[src/logic/io_port_pkg.sv]
// Constants for the configurable I/O port set: register map, field codes, reset values.
// Assumes a single 40 MHz clock domain and a plain strobe register port.
`default_nettype none
package io_port_pkg;
	// Widths
	localparam int DATA_W = 8;
	localparam int ADDR_W = 4;
	localparam int NUM_PORTS = 4;
	localparam int PORT3_W = 2;
	// Register offsets (word index on the plain port)
	localparam logic [3:0] OFF_LATCH0 = 4'h0;
	localparam logic [3:0] OFF_LATCH1 = 4'h1;
	localparam logic [3:0] OFF_LATCH2 = 4'h2;
	localparam logic [3:0] OFF_LATCH3 = 4'h3;
	localparam logic [3:0] OFF_PIN0 = 4'h4;
	localparam logic [3:0] OFF_PIN1 = 4'h5;
	localparam logic [3:0] OFF_PIN2 = 4'h6;
	localparam logic [3:0] OFF_PIN3 = 4'h7;
	localparam logic [3:0] OFF_CFGA_BASE = 4'h8;
	localparam logic [3:0] OFF_CFGB_BASE = 4'hC;
	// Digital input disable for port 0 takes the port 3 cfgb slot at 0xF
	localparam logic [3:0] OFF_DIG_DIS = 4'hF;
	// Driver-type encoding {cfgb,cfga}
	localparam logic [1:0] MODE_QUASI = 2'h0;
	localparam logic [1:0] MODE_PUSH = 2'h1;
	localparam logic [1:0] MODE_INPUT = 2'h2;
	localparam logic [1:0] MODE_OPEN = 2'h3;
	// Reset values: input-only means cfga=0, cfgb=1
	localparam logic [7:0] RST_CFGA = 8'h00;
	localparam logic [7:0] RST_CFGB = 8'hFF;
	localparam logic [7:0] RST_LATCH = 8'hFF;
	localparam logic [7:0] RST_DIG_DIS = 8'h00;
	// Port 0 bits whose digital input may be disabled (bits 1..5)
	localparam logic [7:0] DIG_DIS_MASK = 8'h3E;
	// Port 1 restricted pins
	localparam int PIN_SCL = 2;
	localparam int PIN_SDA = 3;
	localparam int PIN_RST = 5;
	// Port 3 live bits
	localparam logic [7:0] PORT3_MASK = 8'h03;
	// Glitch filter length in cycles; time figure in ns
	localparam int GLITCH_NS = 50;
	localparam int CLK_PERIOD_NS = 25;
	localparam int GLITCH_CYC = (GLITCH_NS + CLK_PERIOD_NS - 1) / CLK_PERIOD_NS;
	localparam int GLITCH_CW = 2;
endpackage : io_port_pkg
`default_nettype wire

[src/logic/io_port_set.sv]
// Four I/O ports (8,8,8,2 bits) with per-pin driver type, latch, filtered input.
// Assumes pad cells resolve strong/weak drive from the enables given here.
//
// The implementer's own choices: the placing of the registers and the address-and-strobe port.
`default_nettype none
module io_port_set (
	input wire logic mclk_i, // System clock 40 MHz
	input wire logic sys_rst_i, // Synchronous reset, high
	input wire logic clk_en_i, // Freezes all state when low
	input wire logic [3:0] reg_addr_i, // Register index
	input wire logic [7:0] reg_wdata_i, // Write data
	input wire logic reg_wr_i, // Write strobe
	input wire logic reg_rd_i, // Read strobe
	output logic [7:0] reg_rdata_o, // Read data, cycle after strobe
	input wire logic [25:0] pad_in_i, // Pad levels, port0..3 packed
	output logic [25:0] pad_strong_hi_o, // Strong pull-up enable
	output logic [25:0] pad_weak_hi_o, // Weak pull-up enable
	output logic [25:0] pad_pull_lo_o, // Pull-down enable
	output logic [25:0] pad_oe_o, // Any driver active
	output logic [7:0] port0_digital_input_disable_o // Digital input buffer disable
);
	localparam int NPIN = 26;
	logic [7:0] latch_ff [4];
	logic [7:0] cfga_ff [4];
	logic [7:0] cfgb_ff [4];
	logic [7:0] dig_dis_ff;
	logic [7:0] rdata_ff;
	logic [NPIN-1:0] filt;
	logic [NPIN-1:0] pin_in;
	logic [NPIN-1:0] lat_flat, a_flat, b_flat;

	// Register decode
	wire logic wr_latch = reg_wr_i && (reg_addr_i[3:2] == 2'b00);
	wire logic wr_cfga = reg_wr_i && (reg_addr_i[3:2] == 2'b10);
	wire logic wr_cfgb = reg_wr_i && (reg_addr_i[3:2] == 2'b11) && (reg_addr_i != io_port_pkg::OFF_DIG_DIS);
	wire logic wr_dis = reg_wr_i && (reg_addr_i == io_port_pkg::OFF_DIG_DIS);
	wire logic [1:0] sel = reg_addr_i[1:0];
	// Port 3 is only 2 bits; port 1 restricted pins get filtered write values
	wire logic [7:0] wmask = (sel == 2'd3) ? io_port_pkg::PORT3_MASK : 8'hFF;

	// Restricted pins: reset pin held input-only; serial pins forced to cfgb=1
	function automatic logic [7:0] fix_a(input logic [1:0] p, input logic [7:0] v);
		logic [7:0] r;
		r = v;
		if (p == 2'd1) begin
			r[io_port_pkg::PIN_RST] = 1'b0;
			r[io_port_pkg::PIN_SCL] = v[io_port_pkg::PIN_SCL];
		end
		return r;
	endfunction : fix_a

	function automatic logic [7:0] fix_b(input logic [1:0] p, input logic [7:0] v);
		logic [7:0] r;
		r = v;
		if (p == 2'd1) begin
			r[io_port_pkg::PIN_RST] = 1'b1;
			r[io_port_pkg::PIN_SCL] = 1'b1;
			r[io_port_pkg::PIN_SDA] = 1'b1;
		end
		return r;
	endfunction : fix_b

	// Latch and config registers; reset leaves every pin input-only
	always_ff @(posedge mclk_i) begin
		if (sys_rst_i) begin
			for (int i = 0; i < 4; i++) begin
				// Port 3 has only two live bits; its unused latch bits must read zero
				latch_ff[i] <= (i == 3) ? (io_port_pkg::RST_LATCH & io_port_pkg::PORT3_MASK) : io_port_pkg::RST_LATCH;
				cfga_ff[i] <= io_port_pkg::RST_CFGA;
				cfgb_ff[i] <= io_port_pkg::RST_CFGB;
			end
			dig_dis_ff <= io_port_pkg::RST_DIG_DIS;
		end else if (clk_en_i) begin
			if (wr_latch) begin
				latch_ff[sel] <= reg_wdata_i & wmask;
			end
			if (wr_cfga) begin
				cfga_ff[sel] <= fix_a(sel, reg_wdata_i & wmask);
			end
			if (wr_cfgb) begin
				cfgb_ff[sel] <= fix_b(sel, reg_wdata_i | ~wmask);
			end
			if (wr_dis) begin
				dig_dis_ff <= reg_wdata_i & io_port_pkg::DIG_DIS_MASK;
			end
		end
	end

	// Flatten registers onto the 26 pins
	assign lat_flat = {latch_ff[3][1:0], latch_ff[2], latch_ff[1], latch_ff[0]};
	assign a_flat = {cfga_ff[3][1:0], cfga_ff[2], cfga_ff[1], cfga_ff[0]};
	assign b_flat = {cfgb_ff[3][1:0], cfgb_ff[2], cfgb_ff[1], cfgb_ff[0]};

	// Per pin: input filter and driver decode
	generate
		for (genvar g = 0; g < NPIN; g++) begin : g_pin
			wire logic [1:0] mode = {b_flat[g], a_flat[g]};
			wire logic is_q = (mode == io_port_pkg::MODE_QUASI);
			wire logic is_p = (mode == io_port_pkg::MODE_PUSH);
			wire logic is_o = (mode == io_port_pkg::MODE_OPEN);
			pin_input_filter u_filt (
				.mclk_i(mclk_i),
				.sys_rst_i(sys_rst_i),
				.clk_en_i(clk_en_i),
				.pin_i(pad_in_i[g]),
				.level_o(filt[g])
			);
			// Low drive common to quasi, push-pull, open-drain; input-only drives nothing
			assign pad_pull_lo_o[g] = (is_q || is_p || is_o) && !lat_flat[g];
			assign pad_weak_hi_o[g] = is_q && lat_flat[g];
			assign pad_strong_hi_o[g] = is_p && lat_flat[g];
			assign pad_oe_o[g] = pad_pull_lo_o[g] || pad_weak_hi_o[g] || pad_strong_hi_o[g];
			// Disabled digital inputs read zero
			if (g >= 1 && g <= 5) begin : g_dis
				assign pin_in[g] = filt[g] && !dig_dis_ff[g];
			end else begin : g_nodis
				assign pin_in[g] = filt[g];
			end
		end
	endgenerate

	// Read mux
	logic [7:0] rd_mux;
	always_comb begin
		rd_mux = 8'h00;
		case (reg_addr_i)
			io_port_pkg::OFF_LATCH0: rd_mux = latch_ff[0];
			io_port_pkg::OFF_LATCH1: rd_mux = latch_ff[1];
			io_port_pkg::OFF_LATCH2: rd_mux = latch_ff[2];
			io_port_pkg::OFF_LATCH3: rd_mux = latch_ff[3];
			io_port_pkg::OFF_PIN0: rd_mux = pin_in[7:0];
			io_port_pkg::OFF_PIN1: rd_mux = pin_in[15:8];
			io_port_pkg::OFF_PIN2: rd_mux = pin_in[23:16];
			io_port_pkg::OFF_PIN3: rd_mux = {6'h00, pin_in[25:24]};
			4'h8, 4'h9, 4'hA, 4'hB: rd_mux = cfga_ff[sel];
			4'hC, 4'hD, 4'hE: rd_mux = cfgb_ff[sel];
			io_port_pkg::OFF_DIG_DIS: rd_mux = dig_dis_ff;
			default: rd_mux = 8'h00;
		endcase
	end

	// Read data stands only in the cycle after the strobe
	always_ff @(posedge mclk_i) begin
		if (sys_rst_i) begin
			rdata_ff <= 8'h00;
		end else if (clk_en_i) begin
			rdata_ff <= reg_rd_i ? rd_mux : 8'h00;
		end
	end
	assign reg_rdata_o = rdata_ff;
	assign port0_digital_input_disable_o = dig_dis_ff;

	// Checks
	a_rst_pin_input: assert property (@(posedge mclk_i) disable iff (sys_rst_i)
		!pad_oe_o[8 + io_port_pkg::PIN_RST]) else $error("reset-shared pin drives");
	a_serial_no_high: assert property (@(posedge mclk_i) disable iff (sys_rst_i)
		!(pad_weak_hi_o[10] || pad_strong_hi_o[10] || pad_weak_hi_o[11] || pad_strong_hi_o[11]))
		else $error("serial pin drives high");
	a_open_low_only: assert property (@(posedge mclk_i) disable iff (sys_rst_i)
		(b_flat[0] && a_flat[0]) |-> (!pad_weak_hi_o[0] && !pad_strong_hi_o[0] && (pad_pull_lo_o[0] == !lat_flat[0])))
		else $error("open-drain drive wrong");
	a_input_hiz: assert property (@(posedge mclk_i) disable iff (sys_rst_i)
		(b_flat[4] && !a_flat[4]) |-> !pad_oe_o[4]) else $error("input-only pin drives");
	a_push_high: assert property (@(posedge mclk_i) disable iff (sys_rst_i)
		(!b_flat[16] && a_flat[16] && lat_flat[16]) |-> pad_strong_hi_o[16]) else $error("push-pull high missing");
	a_quasi_weak: assert property (@(posedge mclk_i) disable iff (sys_rst_i)
		(!b_flat[17] && !a_flat[17]) |-> (pad_weak_hi_o[17] == lat_flat[17] && !pad_strong_hi_o[17]))
		else $error("quasi drive wrong");
	a_reset_input: assert property (@(posedge mclk_i)
		$past(sys_rst_i) |-> (pad_oe_o == '0 && dig_dis_ff == 8'h00)) else $error("reset state not input-only");
	a_dis_cfg_write: assert property (@(posedge mclk_i) disable iff (sys_rst_i)
		(clk_en_i && wr_dis) |=> (dig_dis_ff == ($past(reg_wdata_i) & 8'h3E))) else $error("disable write lost");
	a_port3_width: assert property (@(posedge mclk_i) disable iff (sys_rst_i)
		latch_ff[3][7:2] == 6'h00) else $error("port 3 upper bits set");

	// Port 3 type bits above its width never take part in a decode
	a_port3_cfg_masked: assert property (@(posedge mclk_i) disable iff (sys_rst_i)
		cfga_ff[3][7:2] == 6'h00)
		else $error("port 3 upper config bits set");

	// Restricted pins keep their forced type bits whatever software wrote
	a_restrict_cfg: assert property (@(posedge mclk_i) disable iff (sys_rst_i)
		b_flat[8 + io_port_pkg::PIN_RST] && !a_flat[8 + io_port_pkg::PIN_RST])
		else $error("reset-shared pin type changed");
	a_serial_cfg: assert property (@(posedge mclk_i) disable iff (sys_rst_i)
		b_flat[8 + io_port_pkg::PIN_SCL] && b_flat[8 + io_port_pkg::PIN_SDA])
		else $error("serial pin type allows high drive");

	// Only bits 1 to 5 of the disable register may ever be set
	a_dis_bits_only: assert property (@(posedge mclk_i) disable iff (sys_rst_i)
		(dig_dis_ff & ~io_port_pkg::DIG_DIS_MASK) == 8'h00)
		else $error("disable bit outside range set");

	// A disabled digital input must read as zero on the pin register path
	a_dis_reads_zero: assert property (@(posedge mclk_i) disable iff (sys_rst_i)
		(pin_in[5:1] & dig_dis_ff[5:1]) == 5'h00)
		else $error("disabled input still visible");

	// Read data stands for one cycle only, then the port idles at zero
	a_rdata_idle: assert property (@(posedge mclk_i) disable iff (sys_rst_i)
		(clk_en_i && !reg_rd_i) |=> (reg_rdata_o == 8'h00))
		else $error("read data held too long");

	// With the enable low nothing in the register file may move
	a_freeze_hold: assert property (@(posedge mclk_i) disable iff (sys_rst_i)
		!clk_en_i |=> ($stable(lat_flat) && $stable(a_flat) && $stable(b_flat)
		&& $stable(dig_dis_ff) && $stable(reg_rdata_o)))
		else $error("state moved while frozen");

	// Every pin, not only the sample pins above: the pad enables must agree
	// with each other, otherwise a pad cell could fight itself
	generate
		for (genvar c = 0; c < NPIN; c++) begin : g_chk
			wire logic [1:0] cmode = {b_flat[c], a_flat[c]};
			// Pull-down and any pull-up never on together
			a_pin_no_fight: assert property (@(posedge mclk_i) disable iff (sys_rst_i)
				!(pad_pull_lo_o[c] && (pad_weak_hi_o[c] || pad_strong_hi_o[c])))
				else $error("pin drives both ways");
			// Input-only pins leave every driver off
			a_pin_input_off: assert property (@(posedge mclk_i) disable iff (sys_rst_i)
				(cmode == io_port_pkg::MODE_INPUT) |-> !pad_oe_o[c])
				else $error("input-only pin drives");
			// Open-drain pins never pull up at all
			a_pin_open_noup: assert property (@(posedge mclk_i) disable iff (sys_rst_i)
				(cmode == io_port_pkg::MODE_OPEN) |-> !(pad_weak_hi_o[c] || pad_strong_hi_o[c]))
				else $error("open-drain pin pulls up");
			// Output enable is exactly the union of the three drivers
			a_pin_oe_sum: assert property (@(posedge mclk_i) disable iff (sys_rst_i)
				pad_oe_o[c] == (pad_pull_lo_o[c] || pad_weak_hi_o[c] || pad_strong_hi_o[c]))
				else $error("output enable mismatch");
		end
	endgenerate
endmodule : io_port_set
`default_nettype wire

[src/logic/pin_input_filter.sv]
// One pin input path: three-flop synchroniser, then glitch suppression with hysteresis.
// Assumes the raw pin level is asynchronous to mclk_i.
`default_nettype none
module pin_input_filter (
	input wire logic mclk_i, // System clock
	input wire logic sys_rst_i, // Synchronous reset, active high
	input wire logic clk_en_i, // Clock enable
	input wire logic pin_i, // Raw pin level
	output logic level_o // Filtered level
);
	logic s1_ff, s2_ff, s3_ff;
	logic [io_port_pkg::GLITCH_CW-1:0] cnt_ff;
	logic lvl_ff;
	wire logic agree = (s2_ff == s3_ff);
	wire logic differs = agree && (s3_ff != lvl_ff);
	wire logic done = (cnt_ff == io_port_pkg::GLITCH_CW'(io_port_pkg::GLITCH_CYC - 1));
	// Synchroniser; s1 only feeds s2
	always_ff @(posedge mclk_i) begin
		if (sys_rst_i) begin
			s1_ff <= 1'b1;
			s2_ff <= 1'b1;
			s3_ff <= 1'b1;
		end else if (clk_en_i) begin
			s1_ff <= pin_i;
			s2_ff <= s1_ff;
			s3_ff <= s2_ff;
		end
	end
	// New level must persist, so short pulses never flip the output
	always_ff @(posedge mclk_i) begin
		if (sys_rst_i) begin
			cnt_ff <= '0;
			lvl_ff <= 1'b1;
		end else if (clk_en_i) begin
			if (!differs) begin
				cnt_ff <= '0;
			end else if (done) begin
				cnt_ff <= '0;
				lvl_ff <= s3_ff;
			end else begin
				cnt_ff <= cnt_ff + 1'b1;
			end
		end
	end
	assign level_o = lvl_ff;

	// The filtered level may only move after a full stable run of the synced level
	a_filter_steady: assert property (@(posedge mclk_i) disable iff (sys_rst_i)
		(!$past(sys_rst_i) && $changed(lvl_ff)) |-> ($past(done) && $past(differs) && lvl_ff == $past(s3_ff)))
		else $error("filter level moved early");
endmodule : pin_input_filter
`default_nettype wire

[config.mk]
export PLATFORM = sky130hd
export DESIGN_NAME = io_port_set
export DESIGN_NICKNAME = d
export VERILOG_FILES = /design/src/logic/io_port_pkg.sv /design/src/logic/io_port_set.sv /design/src/logic/pin_input_filter.sv
export SDC_FILE = /design/constraint.sdc
export NUM_CORES = 1
export LEC_CHECK = 0
export ABC_AREA = 1
export BUFFER_PORTS_ARGS = -buffer_cell sky130_fd_sc_hd__buf_2
export CAP_MARGIN = 15
export CORE_ASPECT_RATIO = 1.2
export CORE_MARGIN = 2
export CORE_UTILIZATION = 30
export CTS_CLUSTER_SIZE = 25
export DETAILED_ROUTE_END_ITERATION = 6
export PLACE_DENSITY = 0.46
export SYNTH_ARGS = -nofsm -noshare
export SYNTH_HDL_FRONTEND = slang
export SYNTH_HIERARCHICAL = 1
export SYNTH_SLANG_ARGS = --single-unit
[constraint.sdc]
create_clock -name mclk_i -period 2.01 [get_ports mclk_i]
set_input_delay 0.1005 -clock mclk_i [delete_from_list [all_inputs] [get_ports mclk_i]]
set_output_delay 0.1005 -clock mclk_i [all_outputs]
set_load 0.005 [all_outputs]
Word-level counts from Yosys, hierarchy flattened. Memories as Yosys holds them, arrays and structs flattened. Cells that the tools add are included.

Register bits: 169. Latch bits: 0. Memory bits (writable): 96. Bits in read-only memories: 0. Bits of input ports: 43. Output and inout bits: 120. Word-level logic and storage cells: 716. Memories: 3.

$add $sub $neg: 26. Multiply operators: 0. Divide/modulo/power cells: 0. $lt $le $gt $ge: 0. Equal/unequal tests: 150. Shift operators: 0. Muxes and demuxes: 93. Bitwise logic cells: 3. Reduce and logical (&&, ||, !) cells: 309.

Memories: cfga_ff (depth 4, bits a word 8, read ports 5, clocked after Yosys merged registers in 0, wr ports 4, line io_port_set.sv:24) `logic [7:0] cfga_ff [4];`; cfgb_ff (depth 4, bits a word 8, read ports 5, clocked after Yosys merged registers in 0, wr ports 4, line io_port_set.sv:25) `logic [7:0] cfgb_ff [4];`; latch_ff (depth 4, bits a word 8, read ports 4, clocked after Yosys merged registers in 0, wr ports 4, line io_port_set.sv:23) `logic [7:0] latch_ff [4];`.

Operators with widths (count): $mux 2 (59); $logic_and 1x1->1 (114); $eq 2x1->1 const B (53); $logic_or 1x1->1 (104); $pmux 8 s11 (1); $reduce_and 3->1 (26); $eq 2x2->1 const B (29); $logic_not 2->1 (27); $add 2x1->2 const B (26); $mux 8 (5); $eq 4x4->1 const B (8); $logic_not 1->1 (31); $mux 1 (28); $eq 1x1->1 (26); $ne 1x1->1 (26); $reduce_or 8->1 (3); $eq 4x3->1 const B (4); $and 8x8->8 (1); $eq 4x2->1 const B (2); $not 8->8 (1); $or 8x8->8 (1); $eq 4x1->1 const B (1); $logic_not 4->1 (1); $ne 4x4->1 const B (1); 3 further kinds (3).

Longest topological paths before layout.
Depth in word-level cells: 9. Mapped depth: 13. Depth with buffers taken out: 11.

Modules after synthesis. Netlist, hierarchy kept.

Modules (own cells, without submodules): pin_input_filter (instances 26, cells each 36, area an instance 269.0 µm², seq. area each 120.1 µm²); io_port_set (instances 1, cells each 766, area an instance 5884.4 µm², seq. area each 3052.9 µm²).

Worst setup path before layout. No wires, ideal clock.

Kind: input to register. From: input port reg_addr_i[1]. To: memory cfgb_ff[1][0], enable pin. Setup time: 0.384 ns. Arrival: 1.376 ns. Data required time: 1.626 ns. Path slack: 0.250 ns. Cell stages on the path: 6. Buffers on the path: 1. Path through: buf_4 > nand2_2 > nand3_1 > nor2_1 > inv_2 > o21ai_0.

RTL lines: start: declaration (line io_port_set.sv:10) `input wire logic [3:0] reg_addr_i,`; end: declaration (line io_port_set.sv:25).

Worst setup path after layout.
From: input port reg_addr_i[0]. To: register rdata_ff[7], in the netlist reg_rdata_o[7].

Longest elaborated chain between the ends: 4. Elaborated cells on any way between the ends: 22. Classes of those cells: eq/ne: 15; mux: 2; reduce/logical: 3; memory: 2.

RTL lines: $eq 4x4->1 (line io_port_set.sv:126) `case (reg_addr_i)`; $reduce_or 4->1 / $reduce_or 3->1 (equally long branches) (line io_port_set.sv:126); $pmux 8 s11 (*) (line io_port_set.sv:126); $mux 8 (*) (line io_port_set.sv:147) `rdata_ff <= reg_rd_i ? rd_mux : 8'h00;`; end signal: assignment (line io_port_set.sv:147); end: declaration (line io_port_set.sv:27) `logic [7:0] rdata_ff;`.

Every way passes the cells marked *; elsewhere a longest branch is shown, timed or not. A chain may end at the register's enable or synchronous reset.

==> metrics.cfg <==
[setup_path]
regToRegEndpoint=reg_rdata_o[4]
required_ps=2490
reg2reg_depth=8
cp_max_fo=11
reg2reg_slack_ps=600
cp-start-kind=input pin
crit_type=input pin to flip-flop
timing.rr.start=cfga_ff[2][4]
crit_arrival_ps=2200
critPathCaptureType=flip-flop

[yosys]
synth_edf_count=93
ys_seq_area_share_pct=48.0
synth_ff_type=dfxtp_1
synth-xor-area-share_pct=0
netlist_area_um2=12900
synth_compound_area_share_pct=11.4
yosysWarnings=6
synth_fa_ha_area_share_pct=0
synth_top_family_by_area=simple AND/OR/NAND/NOR gates
syn_inst=1702
synth-simple-area-share_pct=29.7
synth-async-reset-ratio_pct=0
synth_mux_area_share_pct=0
synth_area_per_cell_um2=7.57
ys_ff_latch=262
synth_cell_types=26

[final_layout]
area_delta_synth_final_pct=20.3
num-fill-cells=4544
layout_commonest_cell=nand2_1
stdcell_count=2482
final_util_pct=36.4
num_antenna_cells=0
nNetsFinal=1952
layout-drive-gt1-share_pct=15.8
final_area_um2=15500
mostFrequentLayoutCells=446 x nand2_1, 250 x inv_1, 169 x dfxtp_1

[sta]
min_period_over_period_pct=85.6
slew_headroom_pct=53.6
fmaxAchievable_mhz=581
worst_pin_slew_ps=696
final_max_slew_viol_count=0
fin_crit_ps=1720
hold_violations=0
rsz0062_at_grt=no
skew_ps=8.79
finalSetupViolCount=0
setup_ws_ps=288
fin_tns_setup_ps=0

[placement]
portBuffers=159
dp_cells=2400
post_dp_cell_area_um2=14300
dp_hpwl_um=28900
gp_congestion=0.910
dp_slack_ps=250

[detailed_routing]
num_vias=11400
wl_um=38800
drc_errors=0
routedWlPerCell_um=15.7
ant_nets=0
drtIter0Drc=586
viasPerCell=4.60
firstDrtPassIters=5

[die]
die_w_um=193
start_util_pct=30.2
dieArea_um2=44600
io-pin-count=163
die_h_um=231
rows=83
core_um2=42600

[clock_tree]
clk_latency_ps=550
h-tree-depth=1
hold_buffers=31
clk_pin_slew_ps=60
cts.sinks=262
cts_buffer_depth=3
ctsResizeCount=0
cts_tree=built
cts_buffers=28
root_buffer=clkbuf_16
post_cts_buffers=0

[pwr]
swShare_pct=25.9
seqPwrFrac_pct=47.7
peakVddDrop_mv=0.564
p_clk_share_pct=41.5
internal_power_w=0.00938
power_frac_comb_pct=10.8
cellPowerDensity_nw_per_um2=817
p_leak_nw=7.68
p_switching_w=0.00328

[global_route]
grt_antenna_before_repair=0
grt_overflow=0
grt_max_degree=130
grtUsageTotal_pct=17.0
grt_pass1_wl_um=58400
grt_pass1_vias=10600

[hold_path]
whs_endpoint=latch_ff[2][7]
min_path_type=input pin to flip-flop
min_from=reg_wdata_i[7]
holdPathStages=3

[status]
status=finished clean

[job]
maxCapViolCount=0

## Yosys cell counts, types with 10 or more instances
library cell,n,area [um^2]
nand4_1,26,163
inv_1,250,938
nand3_1,91,455
nand2_1,446,1670
nor2_1,156,586
nand2_4,26,293
a21oi_1,143,716
clkbuf_1,10,37.5
o21ai_0,63,315
nor3_1,52,260
nor2_4,29,327
dfxtp_1,169,3380
o21ai_1,78,390
buf_6,26,293
edfxtp_1,93,2790
## flip-flops by register name (all words and copies together), names as in the netlist
name	count
latch_ff	32
g_pin.u_filt/s1_ff	26
g_pin.u_filt/s2_ff	26
port0_digital_input_disable_o	5
cfga_ff	32
g_pin.u_filt/s3_ff	26
reg_rdata_o	8
cfgb_ff	29
g_pin.u_filt/cnt_ff	52
g_pin.u_filt/level_o	26
## worst max-delay path, cell delays in order
cell and delay (ps):
dlygate4sd3_1 530, buf_2 200, inv_2 230, nand2_1 140
nor2_2 440, nand2_1 130, nand3_1 120, nor2_1 40
nand2_1 60, nand2_1 70, a21oi_1 120
## layout make-up
cell class	count	area (um^2)	share of cell area, %
flip-flops and latches	262	6180	39.8
multi-input cells	1134	5320	34.3
repair buffers	222	1400	9.01
inverters	261	982	6.34
clock buffers	42	836	5.39
well taps	552	691	4.46
clock inverters	9	97.6	0.630
## how the worst max path moves through the flow
stage / slack, ps / start / end / depth (start not counted)
2_1_floorplan: 250 / reg_addr_i[1] / cfgb_ff[1][0] / 6
5_1_grt: 160 / reg_addr_i[0] / port0_digital_input_disable_o[4] / 8
4_1_cts: 280 / cfgb_ff[2][4] / pad_strong_hi_o[20] / 2
3_5_place_dp: 250 / reg_addr_i[1] / reg_rdata_o[0] / 10
6_report: 290 / reg_addr_i[0] / reg_rdata_o[7] / 11
3_3_place_gp: 230 / reg_addr_i[3] / latch_ff[0][2] / 5
## per-layer routing
layer | track usage, % | part of all wire [%] | vias up
met5 | 0 | 0 | -
met4 | 7.15 | 3.9 | 0
met3 | 2.34 | 5.0 | 70
met2 | 29.1 | 48 | 283
met1 | 21.3 | 43 | 5205
li1 | - | - | 5865
## cells by family (layout without fill, tap and decap cells)
group	after synthesis	in the layout
flops	262	262
buf+inv	311	534
other cells	2	7
simple gates	836	836
compound gates	291	291
## power by group through the flow
stage                     clock [W]  combinational [W]  sequential (W)
final                       0.00525            0.00137         0.00604
after global routing        0.00563            0.00156         0.00607
after floorplan                   0           0.000877         0.00604
after detailed placement          0            0.00134         0.00615
after CTS                   0.00544            0.00139         0.00604
after global placement            0            0.00132         0.00615
## through the flow
step	hold slack (ps)	total power, W
2_1_floorplan	205	0.00692
3_3_place_gp	319	0.00747
3_5_place_dp	328	0.00749
4_1_cts	13.6	0.0129
5_1_grt	43.9	0.0133
6_report	51.1	0.0127
(Power assumes the default switching activity.)
